## src/logic/cfp_inquiry_defines.svh

```systemverilog
// offsets, field positions, codes and reset values for the inquiry bank
`ifndef CFP_INQUIRY_DEFINES_SVH
`define CFP_INQUIRY_DEFINES_SVH

// address width of the register slave
`define CFP_ADDR_W 12

// register byte offsets
`define CFP_OFS_FEAT_HI 12'h404
`define CFP_OFS_FEAT_LO 12'h408
`define CFP_OFS_OPT_FN 12'h40C
`define CFP_OFS_ADV_PTR 12'h480
`define CFP_OFS_PIO_PTR 12'h484
`define CFP_OFS_STROBE_PTR 12'h48C
`define CFP_OFS_VID_SEL 12'h7F0

// feature-high field numbers, bit 0 is the quadlet msb
`define CFP_FB_BRIGHTNESS 0
`define CFP_FB_AUTO_EXPOSURE 1
`define CFP_FB_SHARPNESS 2
`define CFP_FB_WHITE_BALANCE 3
`define CFP_FB_HUE 4
`define CFP_FB_SATURATION 5
`define CFP_FB_GAMMA 6
`define CFP_FB_SHUTTER 7
`define CFP_FB_GAIN 8
`define CFP_FB_IRIS 9
`define CFP_FB_FOCUS 10
`define CFP_FB_TEMPERATURE 11
`define CFP_FB_TRIGGER 12
`define CFP_FB_TRIGGER_DELAY 13
`define CFP_FB_WHITE_SHADING 14
`define CFP_FB_FRAME_PRIO 15

// feature-low field numbers
`define CFP_FB_ZOOM 0
`define CFP_FB_PAN 1
`define CFP_FB_TILT 2
`define CFP_FB_OPT_FILTER 3
`define CFP_FB_CAPTURE_SIZE 16
`define CFP_FB_CAPTURE_QUALITY 17

// optional-function field numbers
`define CFP_FB_PARALLEL_IO 1
`define CFP_FB_SERIAL_IO 2
`define CFP_FB_STROBE 3

// model variants
`define CFP_VARIANT_MONO 1
`define CFP_VARIANT_COLOUR 2

// video selection register layout and reset values
`define CFP_SEL_MODE_LSB 0
`define CFP_SEL_FMT_LSB 8
`define CFP_SEL_RESET 3'h0
`define CFP_MONO_FMT 3'h7
`define CFP_MONO_MODE 3'h0

// axi response codes
`define CFP_RESP_OKAY 2'h0
`define CFP_RESP_SLVERR 2'h2

`endif

```

## src/logic/cfp_inquiry_pkg.sv

```systemverilog
// types shared by the inquiry bank
package cfp_inquiry_pkg;

   typedef logic [31:0] cfp_quad_t;
   typedef logic [2:0] cfp_sel_t;

   typedef enum logic {
      CFP_WR_IDLE,
      CFP_WR_RESP
   } cfp_wr_state_e;

   typedef enum logic {
      CFP_RD_IDLE,
      CFP_RD_DATA
   } cfp_rd_state_e;

endpackage

```

## src/logic/cfp_reset_sync.sv

```systemverilog
// reset release synchroniser
`timescale 1ns/1ps
module cfp_reset_sync (
   input wire logic clk_i, // system clock
   input wire logic arst_n_i, // async reset, active low
   output logic rst_n_o // synchronised reset, active low
);

   logic meta_q;
   logic hold_q;

   // assert at once, release two edges later to avoid a metastable release
   always_ff @(posedge clk_i or negedge arst_n_i) begin
      if (!arst_n_i) begin
         meta_q <= 1'b0;
         hold_q <= 1'b0;
      end else begin
         meta_q <= 1'b1;
         hold_q <= meta_q;
      end
   end

   assign rst_n_o = hold_q;

endmodule // cfp_reset_sync

```

## src/logic/cfp_feature_inquiry.sv

```systemverilog
// camera feature presence inquiry bank behind an axi4-lite slave
`timescale 1ns/1ps
`include "cfp_inquiry_defines.svh"

module cfp_feature_inquiry
   import cfp_inquiry_pkg::*;
#(
   parameter int MODEL_VARIANT = `CFP_VARIANT_MONO,
   parameter cfp_quad_t VENDOR_BLOCK_OFS = 32'h0000_1000,
   parameter cfp_quad_t PARALLEL_IO_BLOCK_OFS = 32'h0000_1100,
   parameter cfp_quad_t STROBE_BLOCK_OFS = 32'h0000_1200
) (
   input wire logic clk_i, // 100 mhz clock
   input wire logic arst_n_i, // async reset, active low
   input wire logic [`CFP_ADDR_W-1:0] s_axi_awaddr_i, // write address
   input wire logic [2:0] s_axi_awprot_i, // write protection, unused
   input wire logic s_axi_awvalid_i, // write address valid
   output logic s_axi_awready_o, // write address ready
   input wire logic [31:0] s_axi_wdata_i, // write data
   input wire logic [3:0] s_axi_wstrb_i, // write byte strobes
   input wire logic s_axi_wvalid_i, // write data valid
   output logic s_axi_wready_o, // write data ready
   output logic [1:0] s_axi_bresp_o, // write response
   output logic s_axi_bvalid_o, // write response valid
   input wire logic s_axi_bready_i, // write response ready
   input wire logic [`CFP_ADDR_W-1:0] s_axi_araddr_i, // read address
   input wire logic [2:0] s_axi_arprot_i, // read protection, unused
   input wire logic s_axi_arvalid_i, // read address valid
   output logic s_axi_arready_o, // read address ready
   output logic [31:0] s_axi_rdata_o, // read data
   output logic [1:0] s_axi_rresp_o, // read response
   output logic s_axi_rvalid_o, // read data valid
   input wire logic s_axi_rready_i // read data ready
);

   ////////////////////////////////////////////////////////////////////////
   // helpers

   // quadlet field numbering counts from the msb
   function automatic cfp_quad_t quad_bit(input int unsigned field);
      quad_bit = 32'h8000_0000 >> field;
   endfunction

   // word-aligned compare; the two low address bits are ignored
   function automatic logic hit(input logic [`CFP_ADDR_W-1:0] addr,
                                input logic [`CFP_ADDR_W-1:0] ofs);
      hit = (addr[`CFP_ADDR_W-1:2] == ofs[`CFP_ADDR_W-1:2]);
   endfunction

   ////////////////////////////////////////////////////////////////////////
   // reset

   logic rst_n;

   // the whole bank uses the synchronised release
   cfp_reset_sync u_reset_sync (
      .clk_i(clk_i),
      .arst_n_i(arst_n_i),
      .rst_n_o(rst_n)
   );

   ////////////////////////////////////////////////////////////////////////
   // video selection state

   cfp_sel_t fmt_q;
   cfp_sel_t fmt_d;
   cfp_sel_t mode_q;
   cfp_sel_t mode_d;
   logic sel_wr_en;
   cfp_quad_t sel_wr_data;
   logic [3:0] sel_wr_strb;
   cfp_quad_t sel_word;

   // byte lanes update only the fields they carry
   always_comb begin
      fmt_d = fmt_q;
      mode_d = mode_q;
      if (sel_wr_en) begin
         if (sel_wr_strb[0]) begin
            mode_d = sel_wr_data[`CFP_SEL_MODE_LSB +: 3];
         end
         if (sel_wr_strb[1]) begin
            fmt_d = sel_wr_data[`CFP_SEL_FMT_LSB +: 3];
         end
      end
   end

   // selection registers
   always_ff @(posedge clk_i or negedge rst_n) begin
      if (!rst_n) begin
         fmt_q <= `CFP_SEL_RESET;
         mode_q <= `CFP_SEL_RESET;
      end else begin
         fmt_q <= fmt_d;
         mode_q <= mode_d;
      end
   end

   // readback of the selection, unused bits zero
   always_comb begin
      sel_word = '0;
      sel_word[`CFP_SEL_MODE_LSB +: 3] = mode_q;
      sel_word[`CFP_SEL_FMT_LSB +: 3] = fmt_q;
   end

   ////////////////////////////////////////////////////////////////////////
   // presence words

   logic colour_model;
   logic mono_selected;
   logic wb_present;
   cfp_quad_t feat_hi;
   cfp_quad_t feat_lo;
   cfp_quad_t opt_fn;

   assign colour_model = (MODEL_VARIANT == `CFP_VARIANT_COLOUR);
   // white balance is meaningless while a pure mono format is streaming
   assign mono_selected = (fmt_q == `CFP_MONO_FMT) &&
                          (mode_q == `CFP_MONO_MODE);
   assign wb_present = colour_model && !mono_selected;

   // feature-high: only the implemented controls are set, the rest stay 0
   always_comb begin
      feat_hi = '0;
      feat_hi |= quad_bit(`CFP_FB_BRIGHTNESS);
      feat_hi |= quad_bit(`CFP_FB_SHUTTER);
      feat_hi |= quad_bit(`CFP_FB_GAIN);
      feat_hi |= quad_bit(`CFP_FB_TRIGGER);
      if (wb_present) begin
         feat_hi |= quad_bit(`CFP_FB_WHITE_BALANCE);
      end
   end

   // feature-low: no lens, filter or still-capture controls exist
   always_comb begin
      feat_lo = '0;
   end

   // optional functions: parallel io and strobe, no serial io
   always_comb begin
      opt_fn = '0;
      opt_fn |= quad_bit(`CFP_FB_PARALLEL_IO);
      opt_fn |= quad_bit(`CFP_FB_STROBE);
   end

   ////////////////////////////////////////////////////////////////////////
   // write channel

   cfp_wr_state_e wr_state_q;
   cfp_wr_state_e wr_state_d;
   logic aw_got_q;
   logic aw_got_d;
   logic w_got_q;
   logic w_got_d;
   logic [`CFP_ADDR_W-1:0] awaddr_q;
   logic [`CFP_ADDR_W-1:0] awaddr_d;
   cfp_quad_t wdata_q;
   cfp_quad_t wdata_d;
   logic [3:0] wstrb_q;
   logic [3:0] wstrb_d;
   logic [1:0] bresp_q;
   logic [1:0] bresp_d;
   logic aw_take;
   logic w_take;
   logic [`CFP_ADDR_W-1:0] wr_addr;
   logic wr_mapped;

   // each channel is open until its beat is held; address and data in
   // either order
   assign s_axi_awready_o = (wr_state_q == CFP_WR_IDLE) && !aw_got_q;
   assign s_axi_wready_o = (wr_state_q == CFP_WR_IDLE) && !w_got_q;
   assign s_axi_bvalid_o = (wr_state_q == CFP_WR_RESP);
   assign s_axi_bresp_o = bresp_q;
   assign aw_take = s_axi_awvalid_i && s_axi_awready_o;
   assign w_take = s_axi_wvalid_i && s_axi_wready_o;
   assign wr_addr = aw_take ? s_axi_awaddr_i : awaddr_q;

   // writes to inquiry words succeed but change nothing
   assign wr_mapped = hit(wr_addr, `CFP_OFS_FEAT_HI) ||
                      hit(wr_addr, `CFP_OFS_FEAT_LO) ||
                      hit(wr_addr, `CFP_OFS_OPT_FN) ||
                      hit(wr_addr, `CFP_OFS_ADV_PTR) ||
                      hit(wr_addr, `CFP_OFS_PIO_PTR) ||
                      hit(wr_addr, `CFP_OFS_STROBE_PTR) ||
                      hit(wr_addr, `CFP_OFS_VID_SEL);

   // write sequencing
   always_comb begin
      wr_state_d = wr_state_q;
      aw_got_d = aw_got_q;
      w_got_d = w_got_q;
      awaddr_d = awaddr_q;
      wdata_d = wdata_q;
      wstrb_d = wstrb_q;
      bresp_d = bresp_q;
      sel_wr_en = 1'b0;
      sel_wr_data = w_take ? s_axi_wdata_i : wdata_q;
      sel_wr_strb = w_take ? s_axi_wstrb_i : wstrb_q;
      unique case (wr_state_q)
         CFP_WR_IDLE: begin
            if (aw_take) begin
               aw_got_d = 1'b1;
               awaddr_d = s_axi_awaddr_i;
            end
            if (w_take) begin
               w_got_d = 1'b1;
               wdata_d = s_axi_wdata_i;
               wstrb_d = s_axi_wstrb_i;
            end
            if ((aw_got_q || aw_take) && (w_got_q || w_take)) begin
               sel_wr_en = hit(wr_addr, `CFP_OFS_VID_SEL);
               bresp_d = wr_mapped ? `CFP_RESP_OKAY : `CFP_RESP_SLVERR;
               aw_got_d = 1'b0;
               w_got_d = 1'b0;
               wr_state_d = CFP_WR_RESP;
            end
         end
         CFP_WR_RESP: begin
            if (s_axi_bready_i) begin
               wr_state_d = CFP_WR_IDLE;
            end
         end
      endcase
   end

   // write registers
   always_ff @(posedge clk_i or negedge rst_n) begin
      if (!rst_n) begin
         wr_state_q <= CFP_WR_IDLE;
         aw_got_q <= 1'b0;
         w_got_q <= 1'b0;
         awaddr_q <= '0;
         wdata_q <= '0;
         wstrb_q <= '0;
         bresp_q <= `CFP_RESP_OKAY;
      end else begin
         wr_state_q <= wr_state_d;
         aw_got_q <= aw_got_d;
         w_got_q <= w_got_d;
         awaddr_q <= awaddr_d;
         wdata_q <= wdata_d;
         wstrb_q <= wstrb_d;
         bresp_q <= bresp_d;
      end
   end

   ////////////////////////////////////////////////////////////////////////
   // read channel

   cfp_rd_state_e rd_state_q;
   cfp_rd_state_e rd_state_d;
   cfp_quad_t rdata_q;
   cfp_quad_t rdata_d;
   logic [1:0] rresp_q;
   logic [1:0] rresp_d;
   logic ar_take;
   cfp_quad_t rd_word;
   logic rd_mapped;

   assign s_axi_arready_o = (rd_state_q == CFP_RD_IDLE);
   assign s_axi_rvalid_o = (rd_state_q == CFP_RD_DATA);
   assign s_axi_rdata_o = rdata_q;
   assign s_axi_rresp_o = rresp_q;
   assign ar_take = s_axi_arvalid_i && s_axi_arready_o;

   // read decode; the word is frozen at address time so a later
   // selection change cannot tear a pending answer
   always_comb begin
      rd_word = '0;
      rd_mapped = 1'b1;
      if (hit(s_axi_araddr_i, `CFP_OFS_FEAT_HI)) begin
         rd_word = feat_hi;
      end else if (hit(s_axi_araddr_i, `CFP_OFS_FEAT_LO)) begin
         rd_word = feat_lo;
      end else if (hit(s_axi_araddr_i, `CFP_OFS_OPT_FN)) begin
         rd_word = opt_fn;
      end else if (hit(s_axi_araddr_i, `CFP_OFS_ADV_PTR)) begin
         rd_word = VENDOR_BLOCK_OFS;
      end else if (hit(s_axi_araddr_i, `CFP_OFS_PIO_PTR)) begin
         rd_word = PARALLEL_IO_BLOCK_OFS;
      end else if (hit(s_axi_araddr_i, `CFP_OFS_STROBE_PTR)) begin
         rd_word = STROBE_BLOCK_OFS;
      end else if (hit(s_axi_araddr_i, `CFP_OFS_VID_SEL)) begin
         rd_word = sel_word;
      end else begin
         rd_mapped = 1'b0;
      end
   end

   // read sequencing
   always_comb begin
      rd_state_d = rd_state_q;
      rdata_d = rdata_q;
      rresp_d = rresp_q;
      unique case (rd_state_q)
         CFP_RD_IDLE: begin
            if (ar_take) begin
               rdata_d = rd_word;
               rresp_d = rd_mapped ? `CFP_RESP_OKAY : `CFP_RESP_SLVERR;
               rd_state_d = CFP_RD_DATA;
            end
         end
         CFP_RD_DATA: begin
            if (s_axi_rready_i) begin
               rd_state_d = CFP_RD_IDLE;
            end
         end
      endcase
   end

   // read registers
   always_ff @(posedge clk_i or negedge rst_n) begin
      if (!rst_n) begin
         rd_state_q <= CFP_RD_IDLE;
         rdata_q <= '0;
         rresp_q <= `CFP_RESP_OKAY;
      end else begin
         rd_state_q <= rd_state_d;
         rdata_q <= rdata_d;
         rresp_q <= rresp_d;
      end
   end

endmodule // cfp_feature_inquiry

```

## config.mk

```make
export PLATFORM = sky130hd
export DESIGN_NAME = cfp_feature_inquiry
export DESIGN_NICKNAME = d
export VERILOG_FILES = /design/src/logic/cfp_inquiry_pkg.sv /design/src/logic/cfp_reset_sync.sv /design/src/logic/cfp_feature_inquiry.sv
export VERILOG_INCLUDE_DIRS = /design/src /design/src/logic
export SDC_FILE = /design/constraint.sdc
export NUM_CORES = 1
export LEC_CHECK = 0
export ABC_CLOCK_PERIOD_IN_PS = 1200
export BUFFER_PORTS_ARGS = -buffer_cell sky130_fd_sc_hd__buf_2
export CAP_MARGIN = 20
export CELL_PAD_IN_SITES_DETAIL_PLACEMENT = 0
export CELL_PAD_IN_SITES_GLOBAL_PLACEMENT = 1
export CORE_MARGIN = 5
export CORE_UTILIZATION = 30
export CTS_CLUSTER_DIAMETER = 30
export DETAILED_ROUTE_END_ITERATION = 6
export PLACE_DENSITY_LB_ADDON = 0.1
export SYNTH_ARGS = -nofsm -noshare
export SYNTH_HDL_FRONTEND = slang
export SYNTH_SLANG_ARGS = --single-unit
```

## constraint.sdc

```tcl
create_clock -name clk_i -period 1.2 [get_ports clk_i]
set_input_delay 0.06 -clock clk_i [delete_from_list [all_inputs] [get_ports clk_i]]
set_output_delay 0.06 -clock clk_i [all_outputs]
set_load 0.02 [all_outputs]
```

# Word-level counts from Yosys, hierarchy flattened
# Cells that the tools add are included.
totals:
  ff_bits: 73
  latch_bits: 0
  ram_bits: 0
  romBits: 0
  inputBits: 73
  output_inout_bits: 41
  word_cells: 89
  memories: 0
op_classes:
  add_sub_neg: 0
  multipliers: 0
  div: 0
  order_cmp: 0
  n_eq_ne: 14
  shifts: 0
  muxes: 31
  bitwise_logic: 2
  n_reduce_logical: 26
ops:
  columns: ["cell", "count"]
  rows:
  - ["10-bit by 9-bit equality test with 1-bit output (second input constant)", 14]
  - ["31-bit two-way mux", 2]
  - ["13-bit two-way mux", 3]
  - ["32-bit two-way mux", 1]
  - ["11-bit two-way mux", 2]
  - ["1-bit two-way mux", 17]
  - ["2-bit AND reduction", 8]
  - ["12-bit two-way mux", 1]
  - ["1-bit logical OR", 8]
  - ["1-bit logical AND", 6]
  - ["2-bit two-way mux", 3]
  - ["1-bit one-hot mux with 2 select lines", 2]
  - ["2-bit nonzero test", 2]
  - ["1-bit logical NOT", 2]
  - ["1-bit inverter", 2]

# Depth between registers and ports, before layout
logic_depth:
  depth_word: 12
  depth_mapped: 5
  mapped_depth_nobuf: 4

# Modules after synthesis
# Synthesis repeated with hierarchy kept, for this count alone.
hier_totals:
  cells_unflattened: 173
  area_unflattened_um2: 2040.7
by_module_without_submodules:
  columns: ["mod", "instances", "cells_each", "area_each_um2", "seq_area_each_um2"]
  rows:
  - ["cfp_feature_inquiry", 1, 170, 1986.9, 975.9]
  - ["cfp_reset_sync", 1, 3, 53.8, 50.0]

# Worst setup path after synthesis
# No wires, ideal clock.
synth_timing:
  path_kind: "reg2reg"
  startpoint: "register wr_state_q, in the netlist s_axi_bvalid_o"
  endpoint: "register fmt_q[0]"
  setup_time_ns: 0.125
  arrival_time_ns: 1.767
  t_required_ns: 1.075
  slack_ns: -0.692
  stages_incl_launch_ff: 6
  n_path_buf: 1
  period_less_slack_ns: 1.892
  cell_sequence: "dfrtp_1 buf_6 nor3b_4 mux2_4 o211ai_4 mux2_2"
synth_via:
  elab_chain_len: 8
  word_cells_on_any_way: 15
  cone_classes: "1 x eq/ne; 5 x mux; 1 x bitwise; 8 x reduce/logical"
synth_rtl:
  columns: ["item", "line", "text"]
  rows:
  - ["start: declaration", "cfp_feature_inquiry.sv:149", "cfp_wr_state_e wr_state_q;"]
  - ["start signal: assignment", "cfp_feature_inquiry.sv:237", "wr_state_q <= wr_state_d;"]
  - ["1-bit inverter (no line)", null, null]
  - ["1-bit logical AND, on equally long branches", "cfp_feature_inquiry.sv:170, cfp_feature_inquiry.sv:171", null]
  - ["1-bit logical AND, on equally long branches", "cfp_feature_inquiry.sv:174, cfp_feature_inquiry.sv:175", null]
  - ["12-bit two-way mux or 1-bit logical OR (tied branches)", null, null]
  - ["10-bit by 9-bit equality test with 1-bit output or 1-bit logical AND (tied branches)", "cfp_feature_inquiry.sv:47, cfp_feature_inquiry.sv:210", null]
  - ["1-bit two-way mux", "cfp_feature_inquiry.sv:210", "if ((aw_got_q || aw_take) && (w_got_q || w_take)) begin"]
  - ["1-bit two-way mux", "cfp_feature_inquiry.sv:199", "unique case (wr_state_q)"]
  - ["2-bit AND reduction (no line)", null, null]
  - ["end signal: assignment", "cfp_feature_inquiry.sv:91", "fmt_q <= `CFP_SEL_RESET;"]
  - ["end signal: assignment", "cfp_feature_inquiry.sv:94", "fmt_q <= fmt_d;"]
  - ["end: declaration", "cfp_feature_inquiry.sv:65", "cfp_sel_t fmt_q;"]
# Parallel ways exist; a longest one is shown, timed or not.
# A chain may end at the register's enable or synchronous reset.

# Worst setup path in the final report
layout_timing:
  startpoint: "register wr_state_q, in the netlist s_axi_bvalid_o"
  endpoint: "register mode_q[2]"
layout_via:
  elab_chain_len: 8
  word_cells_on_any_way: 15
  cone_classes: "1 x eq/ne; 5 x mux; 1 x bitwise; 8 x reduce/logical"
layout_rtl:
  columns: ["item", "line", "text"]
  rows:
  - ["1-bit inverter (no line)", null, null]
  - ["1-bit logical AND, on equally long branches", "cfp_feature_inquiry.sv:170, cfp_feature_inquiry.sv:171", null]
  - ["1-bit logical AND, on equally long branches", "cfp_feature_inquiry.sv:174, cfp_feature_inquiry.sv:175", null]
  - ["12-bit two-way mux or 1-bit logical OR (tied branches)", null, null]
  - ["10-bit by 9-bit equality test with 1-bit output or 1-bit logical AND (tied branches)", "cfp_feature_inquiry.sv:47, cfp_feature_inquiry.sv:210", null]
  - ["1-bit two-way mux", "cfp_feature_inquiry.sv:210", null]
  - ["1-bit two-way mux", "cfp_feature_inquiry.sv:199", null]
  - ["2-bit AND reduction (no line)", null, null]
  - ["end signal: assignment", "cfp_feature_inquiry.sv:92", "mode_q <= `CFP_SEL_RESET;"]
  - ["end signal: assignment", "cfp_feature_inquiry.sv:95", "mode_q <= mode_d;"]
  - ["end: declaration", "cfp_feature_inquiry.sv:67", "cfp_sel_t mode_q;"]
# Parallel ways exist; a longest one is shown, timed or not.

==> impl_metrics.csv <==
group,metric,value,unit
final_layout,seqCellArea,1030,um^2
status,outcome,"finished with violations",
critical_path,crit_path_end_kind,"flop",
drt,drtPass1Iterations,4,
clock_network,cts_buffers,5,
floorplanning,dieArea,8640,um^2
sta,clock.fmax,605,MHz
synthesis,synth_edf_count,0,
critical_path,worst_setup_path_start_kind,"flop",
floorplanning,dieHeight,92.9,um
critical_path,worst_ep_required_time,1.39,ns
drt,wl,4590,um
placement,io_buffer_count,54,
grt,grt_pass1_vias,1527,
grt,overflow,0,
sta,skew,0.0103,ns
critical_path,arrival,1.84,ns
drt,via_per_inst,4.30,
power_and_ir_drop,p_leak,1.42,nW
drt,vias,1502,
final_layout,syn_to_final_growth,39.9,%
synthesis,yosysWarnings,0,
final_layout,nets,341,
floorplanning,die_w,92.9,um
drt,drtAntennaViolNets,0,
final_layout,drive_gt1_share,54.3,%
grt,grt_max_degree,40,
clock_network,clk_latency,0.30,ns
final_layout,multiInputGateArea,985,um^2
critical_path,setup.worst_path.class,"flop to flop",
clock_network,cts_tree,"built",
sta,timing.final.ws_setup,-0.453,ns
synthesis,ys_types,41,
sta,drv_slew,0,
clock_network,clock-root-buffer,"clkbuf_8",
floorplanning,pin_count,114,
clock_network,htree_levels,2,
final_layout,fill_cells,655,
synthesis,ys.flop_type,"dfrtp_1",
placement,place_congestion,0.729,
synthesis,synthCells,173,
run,cap_viol_max_count,0,
worst_hold_path,hp-class,"input pin to flop",
sta,holdWs,0.0165,ns
synthesis,syn_area,2060,um^2
sta,period_needed,1.65,ns
clock_network,cts.sinks,41,
floorplanning,num_rows,30,
grt,grt_usage,11.0,%
synthesis,avgSynthCellArea,11.9,um^2
placement,hpwl,3610,um
drt,drtIter0Drc,28,
drt,wl_per_cell,13.2,um
drt,drc,0,
grt,grt_pass1_wl,7450,um
final_layout,n_antenna_cell,0,
synthesis,synth-seq-cells,41,
floorplanning,start_util,30.5,%
grt,antenna_found_initial,0,
synthesis,async_reset_ff_share,100,%
sta,setup_viol,27,
sta,post-route-period-util,138,%
sta,finalHoldViolCount,0,
floorplanning,core-area,6760,um^2
final_layout,fin_util,42.7,%
synthesis,seq_area_frac_synth,49.7,%
clock_network,cts_buffer_depth,2,
clock_network,clkTransAtPathRegs,0.09,ns
power_and_ir_drop,ir_drop,1.28,mV
critical_path,critical_path.max_fanout,4,
power_and_ir_drop,p_per_area,1850,nW/um^2
status,violations,"setup timing",
sta,rsz0062_at_grt,"yes",
[final cells by class]
cell class	count	area share, %
multi-input cells	121	34.1
clock inverters	2	1.30
clock buffers	6	2.86
inverters	3	0.390
flip-flops and latches	41	35.6
well taps	80	3.47
repair buffers	96	22.2
[power breakdown]
part,total (mW),internal [mW],switching (mW),leakage [nW]
sequential,2.00,1.78,0.219,0.514
clock,1.17,0.677,0.493,0.0574
combinational,2.18,1.23,0.945,0.851
total,5.35,3.69,1.66,1.42
[per-layer routing]
metal	wire length, um	up-vias	global-route usage (%)
li1	-	757	-
met1	2240	690	15.4
met2	2010	48	16.3
met3	266	7	2.76
met4	74	0	4.40
met5	0	-	0
[Yosys cell counts, drive strengths merged (3+ instances only)]
cell | instances | area (um^2)
nor3 | 3 | 15.0
nor2 | 8 | 30.0
dfrtp | 41 | 1030
inv | 3 | 11.3
nand2 | 15 | 56.3
nor4 | 4 | 46.3
buf | 27 | 204
mux2 | 24 | 278
o21ai | 10 | 50.1
nor3b | 3 | 45.1
[registers in the layout (all words and copies together), names as in the netlist, 2 cells and up]
| register | cells |
|---|---|
| wstrb_q | 2 |
| awaddr_q | 10 |
| fmt_q | 3 |
| wdata_q | 6 |
| mode_q | 3 |
| s_axi_rdata_o | 9 |
[worst paths after layout]
check	startpoint	end	slack, ns	depth (start not counted)
hold reg to reg	u_reset_sync.rst_n_o$_DFF_PN0_	awaddr_q[9]$_DFFE_PN0N_	0.22	1
setup / recovery	s_axi_bvalid_o$_DFF_PN0_	mode_q[2]$_DFFE_PN0P_	-0.45	5
setup reg to reg	s_axi_bvalid_o$_DFF_PN0_	mode_q[2]$_DFFE_PN0P_	-0.45	5
hold / removal	s_axi_wdata_i[0]	wdata_q[0]$_DFFE_PN0N_	0.02	2
min in group asynchronous	arst_n_i	u_reset_sync.meta_q$_DFF_PN0_	0.07	2
max in group asynchronous	u_reset_sync.rst_n_o$_DFF_PN0_	s_axi_bvalid_o$_DFF_PN0_	0.77	1
[cell usage in the layout (no fill, tap or decap), types with 3 or more instances in the layout]
| cell | synthesis | layout |
|---|---|---|
| nand2_1 | 15 | 14 |
| buf_2 | 1 | 51 |
| buf_6 | 1 | 3 |
| dlygate4sd3_1 | 0 | 5 |
| nor2_1 | 8 | 6 |
| mux2_2 | 22 | 9 |
| dfrtp_1 | 41 | 39 |
| o21ai_0 | 10 | 6 |
| o21ai_1 | 0 | 3 |
| mux2_4 | 2 | 15 |
| buf_4 | 25 | 35 |
| clkbuf_8 | 0 | 6 |
| conb_1 | 2 | 22 |
[kinds of logic (layout without fill, tap and decap cells)]
group           after synthesis  count (layout)  share of synthesized area, %
mux                          24              24                          13.5
other cells                   2              22                         0.364
flops                        41              41                          49.7
xor+xnor                      3               3                          1.27
simple gates                 47              47                          15.1
compound gates               25              25                          9.46
buf+inv                      31             107                          10.6
[critical path, stage by stage (launching register included)]
cell	delay [ns]
dfrtp_2	0.45
nor3b_4	0.28
nor4_4	0.08
buf_4	0.17
o211ai_4	0.25
mux2_4	0.32
[what timing repair did]
action	in CTS	in global routing
buffers inserted	1	0
resized for setup	7	14
setup endpoints to repair	28	31
hold buffers	5	0
hold endpoints to repair	6	0
[per-stage QoR]
stage          power, mW  cells  cell area, um^2  setup WS (ns)  TNS, ns
2_1_floorplan       3.21    193             2180         -0.636    -9.49
3_3_place_gp        3.94    335             2640         -0.444    -7.77
3_5_place_dp        3.95    335             2640         -0.454    -8.02
5_1_grt             5.69    349             2890         -0.544    -8.30
4_1_cts             5.28    349             2840         -0.451    -6.75
6_report            5.35    349             2890         -0.453    -6.00
Note: power is estimated with default switching activity, not from simulation.
